## src/core/awt_pkg.sv

```systemverilog
// package: register map, field layout, types for area-0 wait timing control
package awt_pkg;

  // ==========================================================================
  // register byte offsets on the AHB-Lite slave
  localparam logic [7:0] AWT_OFS_WAIT_CTRL = 8'h00;
  localparam logic [7:0] AWT_OFS_BUS_CTRL = 8'h04;
  localparam logic [7:0] AWT_OFS_STATUS = 8'h08;

  // ==========================================================================
  // area0_wait_control field positions
  localparam int AWT_SETUP_LSB = 11;
  localparam int AWT_WAIT_LSB = 7;
  localparam int AWT_MASK_BIT = 6;
  localparam int AWT_HOLD_LSB = 0;
  // area_bus_control memory type field
  localparam int AWT_TYPE_LSB = 12;
  // status bits
  localparam int AWT_ST_BUSY = 0;
  localparam int AWT_ST_BAD_WAIT = 1;
  localparam int AWT_ST_BAD_TYPE = 2;

  // ==========================================================================
  // reset values and writable masks
  localparam logic [1:0] AWT_SETUP_RST = 2'h0;
  localparam logic [3:0] AWT_WAIT_RST = 4'hA;
  localparam logic AWT_MASK_RST = 1'b0;
  localparam logic [1:0] AWT_HOLD_RST = 2'h0;
  localparam logic [3:0] AWT_TYPE_RST = 4'h0;
  localparam logic [31:0] AWT_WAIT_CTRL_WMASK = 32'h0000_1FC3;

  // ==========================================================================
  // memory type codes served by this layout
  localparam logic [3:0] AWT_MT_NORMAL = 4'h0;
  localparam logic [3:0] AWT_MT_BYTESEL = 4'h3;

  // ==========================================================================
  // timing: one external bus cycle lasts two clk_sys cycles (40 ns each),
  // so a half bus cycle is exactly one clk_sys cycle
  localparam int AWT_CLK_NS = 40;
  localparam int AWT_HALF_CYC = 1;
  localparam int AWT_FULL_CYC = 2 * AWT_HALF_CYC;
  localparam int AWT_CNT_W = 6;

  // ==========================================================================
  // external bus pin bundle
  typedef struct packed {
    logic cs_n;
    logic rd_n;
    logic we_n;
    logic [1:0] be_n;
    logic [19:0] addr;
    logic [15:0] dout;
    logic doe;
  } awt_ebus_t;

  // internal access request
  typedef struct packed {
    logic write;
    logic [1:0] be;
    logic [19:0] addr;
    logic [15:0] wdata;
  } awt_req_t;

endpackage : awt_pkg

```

## src/core/awt_wait_decode.sv

```systemverilog
// file: maps the access-wait code to a count of bus wait cycles
`timescale 1ns/1ns
module awt_wait_decode
  import awt_pkg::*;
(
  // code in
  input wire logic [3:0] code,
  // decoded
  output logic [4:0] cycles,
  output logic prohibited
);

  // ==========================================================================
  // decode
  always_comb
  begin
    prohibited = 1'b0;
    case (code)
      4'h7: cycles = 5'h08;
      4'h8: cycles = 5'h0A;
      4'h9: cycles = 5'h0C;
      4'hA: cycles = 5'h0E;
      4'hB: cycles = 5'h12;
      4'hC: cycles = 5'h18;
      4'hD, 4'hE, 4'hF:
      begin
        // prohibited codes fall back to the longest wait, the safe side
        cycles = 5'h18;
        prohibited = 1'b1;
      end
      default: cycles = {2'h0, code[2:0]};
    endcase
  end

endmodule : awt_wait_decode

```

## src/core/awt_dly_cnt.sv

```systemverilog
// file: loadable down counter timing one phase of an external access
`timescale 1ns/1ns
module awt_dly_cnt
  import awt_pkg::*;
(
  // clock and reset
  input wire logic clk_sys,
  input wire logic nrst,
  // control
  input wire logic load,
  input wire logic [awt_pkg::AWT_CNT_W-1:0] load_val,
  // state
  output logic zero
);

  logic [AWT_CNT_W-1:0] cnt_q;
  logic [AWT_CNT_W-1:0] cnt_d;

  // ==========================================================================
  // count
  always_comb
  begin
    cnt_d = cnt_q;
    if (load)
      cnt_d = load_val;
    else if (cnt_q != '0)
      cnt_d = cnt_q - 1'b1;
  end

  always_ff @(posedge clk_sys or negedge nrst)
  begin
    if (!nrst)
      cnt_q <= '0;
    else
      cnt_q <= cnt_d;
  end

  assign zero = (cnt_q == '0);

endmodule : awt_dly_cnt

```

## src/core/awt_area0_ctrl.sv

```systemverilog
// file: area-0 wait timing control with AHB-Lite registers and bus engine
`timescale 1ns/1ns
// How it works
// - wait register layout used only when memory type selects it.
// - bits 12:11 set address/select to strobe delay, 0.5 to 3.5 cycles.
// - bits 10:7 set wait cycles: 0-6, then 8,10,12,14,18,24.
// - access-wait field resets to 1010, fourteen wait cycles.
// - bit 6 set ignores external wait, clear honours it; resets clear.
// - bits 1:0 set strobe to address/select release delay; reset 00.
// - reserved bits 31:13 and 5:2 read zero; software writes zero.
// - memory type 0000 normal, 0011 byte-select SRAM, both this layout.
module awt_area0_ctrl
  import awt_pkg::*;
(
  // clock and reset
  input wire logic clk_sys,
  input wire logic nrst,
  // ahb-lite slave
  input wire logic hsel,
  input wire logic [31:0] haddr,
  input wire logic [1:0] htrans,
  input wire logic hwrite,
  input wire logic [2:0] hsize,
  input wire logic [31:0] hwdata,
  input wire logic hready,
  output logic [31:0] hrdata,
  output logic hreadyout,
  output logic hresp,
  // internal access port
  input wire logic req_valid,
  input wire awt_pkg::awt_req_t req,
  output logic req_ready,
  output logic resp_valid,
  output logic resp_err,
  output logic [15:0] resp_rdata,
  // external bus
  output awt_pkg::awt_ebus_t ebus,
  input wire logic [15:0] ebus_din,
  input wire logic ext_wait_n
);

  typedef enum logic [2:0] {
    AWT_IDLE,
    AWT_SETUP,
    AWT_STROBE,
    AWT_EXTW,
    AWT_HOLD
  } awt_state_t;

  // ==========================================================================
  // register state
  logic [1:0] setup_q, setup_d;
  logic [3:0] wait_q, wait_d;
  logic mask_q, mask_d;
  logic [1:0] hold_q, hold_d;
  logic [3:0] type_q, type_d;
  logic bad_type_q, bad_type_d;
  // ahb pipeline
  logic dp_wr_q, dp_wr_d;
  logic dp_rd_q, dp_rd_d;
  logic [7:0] dp_addr_q, dp_addr_d;
  logic [31:0] hrdata_q, hrdata_d;
  logic hreadyout_q, hreadyout_d;
  // engine
  awt_state_t state_q, state_d;
  awt_req_t cur_q, cur_d;
  awt_ebus_t ebus_q, ebus_d;
  logic req_ready_q, req_ready_d;
  logic resp_valid_q, resp_valid_d;
  logic resp_err_q, resp_err_d;
  logic [15:0] resp_rdata_q, resp_rdata_d;
  // helpers
  logic [4:0] wait_cycles;
  logic wait_bad;
  logic cnt_zero;
  logic cnt_load;
  logic [AWT_CNT_W-1:0] cnt_val;
  logic layout_ok;
  logic ap_take;
  logic [31:0] wait_rd;
  logic [31:0] rd_mux;

  // ==========================================================================
  // submodules
  awt_wait_decode u_dec (
    .code(wait_q),
    .cycles(wait_cycles),
    .prohibited(wait_bad)
  );

  awt_dly_cnt u_cnt (
    .clk_sys(clk_sys),
    .nrst(nrst),
    .load(cnt_load),
    .load_val(cnt_val),
    .zero(cnt_zero)
  );

  // ==========================================================================
  // register read view
  always_comb
  begin
    wait_rd = '0;
    wait_rd[AWT_SETUP_LSB +: 2] = setup_q;
    wait_rd[AWT_WAIT_LSB +: 4] = wait_q;
    wait_rd[AWT_MASK_BIT] = mask_q;
    wait_rd[AWT_HOLD_LSB +: 2] = hold_q;
    rd_mux = '0;
    if (dp_addr_q == AWT_OFS_WAIT_CTRL)
      rd_mux = wait_rd;
    else if (dp_addr_q == AWT_OFS_BUS_CTRL)
      rd_mux[AWT_TYPE_LSB +: 4] = type_q;
    else if (dp_addr_q == AWT_OFS_STATUS)
    begin
      rd_mux[AWT_ST_BUSY] = (state_q != AWT_IDLE);
      rd_mux[AWT_ST_BAD_WAIT] = wait_bad;
      rd_mux[AWT_ST_BAD_TYPE] = bad_type_q;
    end
  end

  // ==========================================================================
  // ahb-lite slave: writes zero-wait, reads one wait state so the data
  // always follows a write that is still in its data phase
  assign ap_take = hsel && hready && htrans[1];

  always_comb
  begin
    setup_d = setup_q;
    wait_d = wait_q;
    mask_d = mask_q;
    hold_d = hold_q;
    type_d = type_q;
    dp_wr_d = ap_take && hwrite;
    dp_rd_d = 1'b0;
    dp_addr_d = dp_addr_q;
    hrdata_d = hrdata_q;
    hreadyout_d = 1'b1;
    if (ap_take)
      dp_addr_d = haddr[7:0];
    if (ap_take && !hwrite)
    begin
      dp_rd_d = 1'b1;
      hreadyout_d = 1'b0;
    end
    if (dp_rd_q)
      hrdata_d = rd_mux;
    if (dp_wr_q)
    begin
      if (dp_addr_q == AWT_OFS_WAIT_CTRL)
      begin
        // reserved bits are simply not stored
        setup_d = hwdata[AWT_SETUP_LSB +: 2];
        wait_d = hwdata[AWT_WAIT_LSB +: 4];
        mask_d = hwdata[AWT_MASK_BIT];
        hold_d = hwdata[AWT_HOLD_LSB +: 2];
      end
      else if (dp_addr_q == AWT_OFS_BUS_CTRL)
        type_d = hwdata[AWT_TYPE_LSB +: 4];
    end
  end

  always_ff @(posedge clk_sys or negedge nrst)
  begin
    if (!nrst)
    begin
      setup_q <= AWT_SETUP_RST;
      wait_q <= AWT_WAIT_RST;
      mask_q <= AWT_MASK_RST;
      hold_q <= AWT_HOLD_RST;
      type_q <= AWT_TYPE_RST;
      dp_wr_q <= 1'b0;
      dp_rd_q <= 1'b0;
      dp_addr_q <= 8'h00;
      hrdata_q <= 32'h0000_0000;
      hreadyout_q <= 1'b1;
    end
    else
    begin
      setup_q <= setup_d;
      wait_q <= wait_d;
      mask_q <= mask_d;
      hold_q <= hold_d;
      type_q <= type_d;
      dp_wr_q <= dp_wr_d;
      dp_rd_q <= dp_rd_d;
      dp_addr_q <= dp_addr_d;
      hrdata_q <= hrdata_d;
      hreadyout_q <= hreadyout_d;
    end
  end

  // ==========================================================================
  // external access engine; phases counted in half bus cycles
  assign layout_ok = (type_q == AWT_MT_NORMAL) ||
                     (type_q == AWT_MT_BYTESEL);

  always_comb
  begin
    state_d = state_q;
    cur_d = cur_q;
    cnt_load = 1'b0;
    cnt_val = '0;
    resp_valid_d = 1'b0;
    resp_err_d = 1'b0;
    resp_rdata_d = resp_rdata_q;
    bad_type_d = bad_type_q;
    case (state_q)
      AWT_IDLE:
        if (req_valid && req_ready_q)
        begin
          if (!layout_ok)
          begin
            // other memory types need another layout: refuse the access
            resp_valid_d = 1'b1;
            resp_err_d = 1'b1;
            bad_type_d = 1'b1;
          end
          else
          begin
            cur_d = req;
            bad_type_d = 1'b0;
            state_d = AWT_SETUP;
            cnt_load = 1'b1;
            // 0.5 + n cycles -> 2n half cycles after this one
            cnt_val = AWT_CNT_W'({setup_q, 1'b0});
          end
        end
      AWT_SETUP:
        if (cnt_zero)
        begin
          state_d = AWT_STROBE;
          cnt_load = 1'b1;
          // one base bus cycle plus the programmed waits
          cnt_val = AWT_CNT_W'({wait_cycles, 1'b0} +
                    6'(AWT_FULL_CYC - 1));
        end
      AWT_STROBE, AWT_EXTW:
        if (cnt_zero)
        begin
          // mask checked even for zero programmed waits
          if (!mask_q && !ext_wait_n)
            state_d = AWT_EXTW;
          else
          begin
            resp_rdata_d = ebus_din;
            state_d = AWT_HOLD;
            cnt_load = 1'b1;
            cnt_val = AWT_CNT_W'({hold_q, 1'b0});
          end
        end
      AWT_HOLD:
        if (cnt_zero)
        begin
          state_d = AWT_IDLE;
          resp_valid_d = 1'b1;
        end
      default: state_d = AWT_IDLE;
    endcase
  end

  // pins follow the next state so they leave flip-flops in step with it
  always_comb
  begin
    ebus_d.cs_n = (state_d == AWT_IDLE);
    ebus_d.addr = (state_d == AWT_IDLE) ? ebus_q.addr : cur_d.addr;
    ebus_d.rd_n = !(((state_d == AWT_STROBE) || (state_d == AWT_EXTW)) &&
                    !cur_d.write);
    ebus_d.we_n = !(((state_d == AWT_STROBE) || (state_d == AWT_EXTW)) &&
                    cur_d.write);
    ebus_d.be_n = ((state_d == AWT_STROBE) || (state_d == AWT_EXTW)) ?
                  ~cur_d.be : 2'h3;
    // write data held from setup through hold
    ebus_d.doe = (state_d != AWT_IDLE) && cur_d.write;
    ebus_d.dout = cur_d.wdata;
    req_ready_d = (state_d == AWT_IDLE) && !resp_valid_d;
  end

  always_ff @(posedge clk_sys or negedge nrst)
  begin
    if (!nrst)
    begin
      state_q <= AWT_IDLE;
      cur_q <= '0;
      ebus_q <= '{cs_n: 1'b1, rd_n: 1'b1, we_n: 1'b1, be_n: 2'h3,
                  addr: 20'h0_0000, dout: 16'h0000, doe: 1'b0};
      req_ready_q <= 1'b0;
      resp_valid_q <= 1'b0;
      resp_err_q <= 1'b0;
      resp_rdata_q <= 16'h0000;
      bad_type_q <= 1'b0;
      hresp <= 1'b0;
    end
    else
    begin
      state_q <= state_d;
      cur_q <= cur_d;
      ebus_q <= ebus_d;
      req_ready_q <= req_ready_d;
      resp_valid_q <= resp_valid_d;
      resp_err_q <= resp_err_d;
      resp_rdata_q <= resp_rdata_d;
      bad_type_q <= bad_type_d;
      hresp <= 1'b0;
    end
  end

  // ==========================================================================
  // outputs
  assign hrdata = hrdata_q;
  assign hreadyout = hreadyout_q;
  assign req_ready = req_ready_q;
  assign resp_valid = resp_valid_q;
  assign resp_err = resp_err_q;
  assign resp_rdata = resp_rdata_q;
  assign ebus = ebus_q;

endmodule : awt_area0_ctrl

```

## config.mk

```make
export PLATFORM = sky130hd
export DESIGN_NAME = awt_area0_ctrl
export DESIGN_NICKNAME = d
export VERILOG_FILES = /design/src/core/awt_pkg.sv /design/src/core/awt_wait_decode.sv /design/src/core/awt_dly_cnt.sv /design/src/core/awt_area0_ctrl.sv
export SDC_FILE = /design/constraint.sdc
export NUM_CORES = 1
export LEC_CHECK = 0
export BUFFER_PORTS_ARGS = -buffer_cell sky130_fd_sc_hd__buf_2
export CORE_MARGIN = 2
export CORE_UTILIZATION = 52
export CTS_CLUSTER_SIZE = 28
export DETAILED_ROUTE_END_ITERATION = 8
export PLACE_DENSITY = 0.95
export SYNTH_ARGS = -nofsm -noshare
export SYNTH_HDL_FRONTEND = slang
export SYNTH_SLANG_ARGS = --single-unit
```

## constraint.sdc

```tcl
create_clock -name clk_sys -period 5.7 [get_ports clk_sys]
set_input_delay 0.285 -clock clk_sys [delete_from_list [all_inputs] [get_ports clk_sys]]
set_output_delay 0.285 -clock clk_sys [all_outputs]
set_load 0.005 [all_outputs]
```

==> impl_metrics.py, run 1 <==
metrics = {
    "synthesis": {
        "ys.flop_type": "dfrtp_1",
        "yosysWarnings": 0,
        "syn_avg_cell_area_um2": 11.56,
        "ys_ff_latch": 131,
        "synth.distinct_cells": 47,
        "ys_seq_area_frac": 0.5817,
        "async_reset_ff_frac": 1.000,
        "synth_edf_count": 0,
        "syn_area_mm2": 0.005653,
        "syn_inst": 489,
    },
    "detailed_routing": {
        "drtAntennaViolNets": 0,
        "detail_route.wl_per_cell_um": 15.33,
        "drc": 0,
        "routed_wl_um": 12890,
        "vias": 4270,
        "drt-pass1-iter-count": 7,
        "via_per_inst": 5.077,
        "drt_iter0_drc": 328,
    },
    "worst_setup_path": {
        "crit_fanout": 45,
        "start_kind": "flop",
        "setup.worst_path.end_class": "flop",
        "worstRegToRegCells": 5,
        "crit_type": "reg -> reg",
        "cp.required_ns": 6.08,
        "crit_arrival_ns": 3.17,
    },
    "placed_design": {
        "place.port_buffers": 157,
        "placed_area_mm2": 0.006314,
        "dp_hpwl_um": 7910,
        "gp_congestion": 0.7897,
        "placed_cells": 751,
    },
    "sta": {
        "grt_setup_unrepaired": "no",
        "fin_crit_sh": 0.4883,
        "hold_slack_ns": 0.01681,
        "finalHoldViolations": 0,
        "tns_ns": 0,
        "fin_crit_ns": 2.784,
        "setup_violations": 0,
        "worst_pin_slew_ns": 1.247,
        "max_freq_mhz": 359.3,
        "drv_slew": 0,
        "worst_clock_skew_ns": 0.01048,
        "max-slew-margin-rel": 0.1650,
    },
    "hold_path": {
        "hold_class": "in -> reg",
        "min_path_cells": 2,
    },
    "finish": {
        "area_delta_synth_final_pct": 31.76,
        "num_antenna_cells": 0,
        "nNetsFinal": 821,
        "drive_above_1_share": 0.3495,
        "layout_common_cells": "156 x buf_2, 133 x nand2_1, 123 x dfrtp_1, 58 x dlygate4sd3_1, 23 x mux2_2",
        "stdcell_area_mm2": 0.007448,
        "final_common_cell": "buf_2",
        "instances_no_fill": 841,
        "nFillCells": 730,
    },
    "global_route": {
        "grt.total_usage": 0.2242,
        "grt_pass1_wl_um": 19970,
        "antenna_found_initial": 1,
        "grt_max_degree": 69,
        "grt_pass1_vias": 4198,
        "overflow": 0,
    },
    "cts": {
        "cts_setup_buffers": 0,
        "cts_buffers": 17,
        "ctsResizeCount": 0,
        "clock_latency_ns": 0.50,
        "root_buffer": "clkbuf_8",
        "cts.clk_slew.worst_paths_ns": 0.06,
        "htreeDepth": 4,
        "cts_buffer_depth": 2,
        "cts_hold_buffers": 56,
        "numClockSinks": 131,
        "cts_tree": "yes",
    },
    "floorplan": {
        "core_area_mm2": 0.01075,
        "rows": 38,
        "initial_utilization": 0.5261,
        "dieHeight_um": 108.3,
        "die_area_mm2": 0.01172,
        "fp.dieW_um": 108.3,
        "num_io_pins": 226,
    },
    "power_and_ir_drop": {
        "power_leakage_nw": 3.932,
        "ir_drop_mv": 0.2302,
        "totalPowerFinal_mw": 3.376,
        "power_density_mw_per_mm2": 453.2,
    },
    "status": {
        "status": "complete, no violations",
    },
    "run": {
        "cap_violations": 0,
    },
}
layout make-up:
cell class | count | area (µm²) | share of cell area
flip-flops and latches | 131 | 3288 | 0.4415
multi-input cells | 307 | 1991 | 0.2673
repair buffers | 218 | 1391 | 0.1868
clock buffers | 27 | 501.7 | 0.06736
well taps | 140 | 175.2 | 0.02352
clock inverters | 5 | 52.55 | 0.007055
inverters | 13 | 48.80 | 0.006551
report_power, final:
group          leakage [nW]  switching [mW]  internal, mW
clock                 0.272           0.361         0.634
combinational          1.99           0.461         0.506
sequential             1.67           0.171          1.24
through the flow:
stage / util / worst slack [ns]
5_1_grt: 0.6932 / 2.762
3_3_place_gp: 0.5876 / 2.994
2_1_floorplan: - / 3.654
3_5_place_dp: 0.5876 / 2.936
4_1_cts: 0.6913 / 2.927
6_report: 0.6932 / 2.916
path summary, 6_finish.rpt:
kind | slack [ns] | to | startpoint
min reg2reg | 0.47 | ebus[9] | ebus[9]
max reg2reg | 2.92 | ebus[17] | state_q[2]
max | 2.92 | ebus[17] | state_q[2]
min | 0.02 | type_q[3] | hwdata[15]
min in group asynchronous | 0.42 | ebus[24] | nrst
max in group asynchronous | 3.99 | cur_q[20] | nrst
worst max-delay path: stages (launching register included):
cell,delay [ns]
dfrtp_1,0.53
nor3_2,0.44
nand4_4,0.64
o211ai_2,0.26
buf_4,0.40
mux2_2,0.38
Yosys cell counts, types with 4 or more instances:
| master | instances | area [µm²] |
|---|---|---|
| dfstp_2 | 8 | 210.2 |
| buf_2 | 6 | 30.03 |
| a21oi_1 | 5 | 25.02 |
| mux2_4 | 19 | 285.3 |
| o2bb2ai_1 | 4 | 35.03 |
| nand3_1 | 7 | 35.03 |
| o21ai_0 | 10 | 50.05 |
| a22o_1 | 8 | 70.07 |
| o21ai_1 | 4 | 20.02 |
| buf_6 | 4 | 45.04 |
| mux2_2 | 23 | 259.0 |
| inv_1 | 13 | 48.80 |
| nand2_1 | 133 | 499.2 |
| clkbuf_1 | 8 | 30.03 |
| nor3_1 | 4 | 20.02 |
| buf_4 | 38 | 285.3 |
| nor2_1 | 14 | 52.55 |
| mux2_1 | 17 | 191.4 |
| dfrtp_1 | 123 | 3078 |
metal layers:
| layer | track usage | part of all wire | vias up |
|---|---|---|---|
| met3 | 0.06450 | 0.066 | 29 |
| li1 | - | - | 1966 |
| met1 | 0.2584 | 0.39 | 2090 |
| met4 | 0.08425 | 0.018 | 2 |
| met2 | 0.3962 | 0.52 | 183 |
| met5 | 0 | 0.0011 | - |
sequential cells by signal, indices dropped and copies added (netlist names), 2 cells and up:
register	cells
ebus	42
cur_q	23
resp_rdata	16
hrdata	13
dp_addr_q	8
u_cnt.cnt_q	6
type_q	4
wait_q	4
state_q	3
hold_q	2
setup_q	2
cells by family after synthesis:
kind of cell / synth area share
other: 0.0006634
XOR/XNOR: 0.007748
flip-flops: 0.5817
multiplexers: 0.1355
buffers and inverters: 0.08034
adder cells (fa/ha/maj): 0.004426
AO/OA/AOI/OAI: 0.05334
AND/OR/NAND/NOR: 0.1363
No activity file was read; power rests on OpenSTA's default activity.
==> inputs of run 2 (changes only) <==
--- a/config.mk
+++ b/config.mk
@@ -7,10 +7,10 @@
 export LEC_CHECK = 0
 export BUFFER_PORTS_ARGS = -buffer_cell sky130_fd_sc_hd__buf_2
 export CORE_MARGIN = 2
-export CORE_UTILIZATION = 52
+export CORE_UTILIZATION = 49
 export CTS_CLUSTER_SIZE = 28
 export DETAILED_ROUTE_END_ITERATION = 8
-export PLACE_DENSITY = 0.95
+export PLACE_DENSITY = 0.91
 export SYNTH_ARGS = -nofsm -noshare
 export SYNTH_HDL_FRONTEND = slang
 export SYNTH_SLANG_ARGS = --single-unit
==> constraint.sdc (replaced) <==
create_clock -name clk_sys -period 2.75 [get_ports clk_sys]
set_input_delay 0.1375 -clock clk_sys [delete_from_list [all_inputs] [get_ports clk_sys]]
set_output_delay 0.1375 -clock clk_sys [all_outputs]
set_load 0.005 [all_outputs]
==> run 2 against run 1 <==
  * Final area up 4.3%
  * Count of clock-buffer cells in the layout down 3
  * Clock power up 130%
  * Critical endpoint is now u_cnt.cnt_q[1]
  * Largest power group unchanged
  * Largest cell class unchanged
  * Hold slack better by 0.043 ns
  * Clock skew down 0.0015 ns
  * Sequential cell count unchanged
==> impl_metrics.py, run 2 (synthesis results as in run 1) <==
metrics = {
    "floorplan": {
        "core_area_mm2": 0.01132,
        "rows": 39,
        "dieHeight_um": 111.4,
        "initial_utilization": 0.4993,
        "fp.dieW_um": 111.4,
        "num_io_pins": 226,
        "die_area_mm2": 0.01241,
    },
    "detailed_routing": {
        "detail_route.wl_per_cell_um": 15.93,
        "via_per_inst": 4.975,
        "drc": 0,
        "drtAntennaViolNets": 0,
        "routed_wl_um": 13840,
        "vias": 4323,
        "drt-pass1-iter-count": 5,
        "drt_iter0_drc": 212,
    },
    "placed_design": {
        "gp_congestion": 0.8050,
        "dp_hpwl_um": 8380,
        "place.port_buffers": 157,
        "placed_area_mm2": 0.006387,
    },
    "status": {
        "status": "complete, no violations",
    },
    "worst_setup_path": {
        "crit_arrival_ns": 2.49,
        "r2r_slack_ns": 0.55,
        "r2r_end": "u_cnt.cnt_q[1]",
        "start_kind": "flop",
        "worstRegToRegCells": 5,
        "crit_type": "reg -> reg",
        "setup.worst_path.end_class": "flop",
        "crit_fanout": 7,
        "rr_startpoint": "u_cnt.cnt_q[3]",
        "cp.required_ns": 3.04,
    },
    "power_and_ir_drop": {
        "power_leakage_nw": 4.073,
        "totalPowerFinal_mw": 7.270,
        "power_density_mw_per_mm2": 936.0,
        "ir_drop_mv": 0.5644,
    },
    "finish": {
        "stdcell_area_mm2": 0.007767,
        "layout_common_cells": "156 x buf_2, 133 x nand2_1, 123 x dfrtp_1, 77 x dlygate4sd3_1, 23 x mux2_2",
        "largest_register_ffs": 42,
        "area_delta_synth_final_pct": 37.41,
        "num_antenna_cells": 0,
        "final_common_cell": "buf_2",
        "multi_input_area_mm2": 0.001991,
        "nNetsFinal": 846,
        "nFillCells": 794,
        "drive_above_1_share": 0.3512,
        "seq_area_mm2": 0.003288,
    },
    "sta": {
        "finalHoldViolations": 0,
        "worst_clock_skew_ns": 0.008974,
        "fin_crit_ns": 2.200,
        "worst_pin_slew_ns": 0.6309,
        "max-slew-margin-rel": 0.5794,
        "max_freq_mhz": 454.6,
        "drv_slew": 0,
        "setup_violations": 0,
        "grt_setup_unrepaired": "no",
        "fin_crit_sh": 0.7999,
        "tns_ns": 0,
    },
    "cts": {
        "cts_tree": "yes",
        "ctsResizeCount": 0,
        "cts_hold_buffers": 77,
        "htreeDepth": 4,
        "cts_buffers": 17,
        "root_buffer": "clkbuf_16",
        "clock_latency_ns": 0.41,
        "numClockSinks": 131,
        "cts_buffer_depth": 2,
        "cts.clk_slew.worst_paths_ns": 0.06,
        "cts_setup_buffers": 0,
    },
    "run": {
        "cap_violations": 0,
    },
    "global_route": {
        "grt.total_usage": 0.2340,
        "overflow": 0,
        "grt_max_degree": 83,
        "antenna_found_initial": 0,
        "grt_pass1_vias": 4721,
        "grt_pass1_wl_um": 22740,
    },
    "hold_path": {
        "worst_hold_path.endpoint": "state_q[0]",
        "hold_class": "in -> reg",
        "min_path_cells": 3,
        "hold_path.startpoint": "ext_wait_n",
    },
}
[run 2: report_power, final]
group / leakage (nW) / internal (mW) / switching (mW) / total (mW)
registers: 1.67 / 2.58 / 0.365 / 2.94
logic: 2.11 / 1.10 / 0.953 / 2.05
clock network: 0.294 / 1.47 / 0.803 / 2.28
total: 4.07 / 5.15 / 2.12 / 7.27
[run 2: worst max-delay path by stage]
stage / to / from / cells past startpoint / slack [ns]
finish: u_cnt.cnt_q[1] / u_cnt.cnt_q[3] / 5 / 0.55
CTS: u_cnt.cnt_q[1] / u_cnt.cnt_q[2] / 5 / 0.54
global placement: u_cnt.cnt_q[1] / u_cnt.cnt_q[3] / 5 / 0.60
global route: mask_q / dp_addr_q[5] / 5 / 0.42
floorplan: u_cnt.cnt_q[1] / u_cnt.cnt_q[3] / 6 / 0.70
detailed placement: u_cnt.cnt_q[1] / u_cnt.cnt_q[3] / 5 / 0.55
[run 2: cell type report]
cell class              instances  share of cell area
repair buffers                243              0.2126
flip-flops and latches        131              0.4233
inverters                      13            0.006282
multi-input cells             307              0.2563
well taps                     143             0.02303
clock inverters                 8             0.01256
clock buffers                  24             0.06588
[run 2: routing by layer]
layer	wire length, µm	GRT usage	part of all wire
met2	7351	0.4138	0.53
met3	790	0.06097	0.057
met4	473	0.1185	0.034
met1	5229	0.2617	0.38
met5	0	0	0
[run 2: through the flow]
| stage | utilization | cells | hold WS [ns] | worst slack [ns] |
|---|---|---|---|---|
| final | 0.6861 | 869 | 0.05955 | 0.5503 |
| after CTS | 0.6861 | 869 | 0.03587 | 0.5441 |
| after floorplan | - | 508 | -0.1581 | 0.7038 |
| after global placement | 0.5642 | 760 | 0.1832 | 0.5979 |
| after detailed placement | 0.5642 | 760 | 0.1974 | 0.5542 |
| after global routing | 0.6861 | 869 | 0.06314 | 0.4197 |
[run 2: worst max-delay path, cell delays in order (launching register included)]
cell     delay (ns)
dfrtp_1        0.40
or3_1          0.55
or3_4          0.48
nand2_1        0.09
mux2_1         0.32
mux2_2         0.26
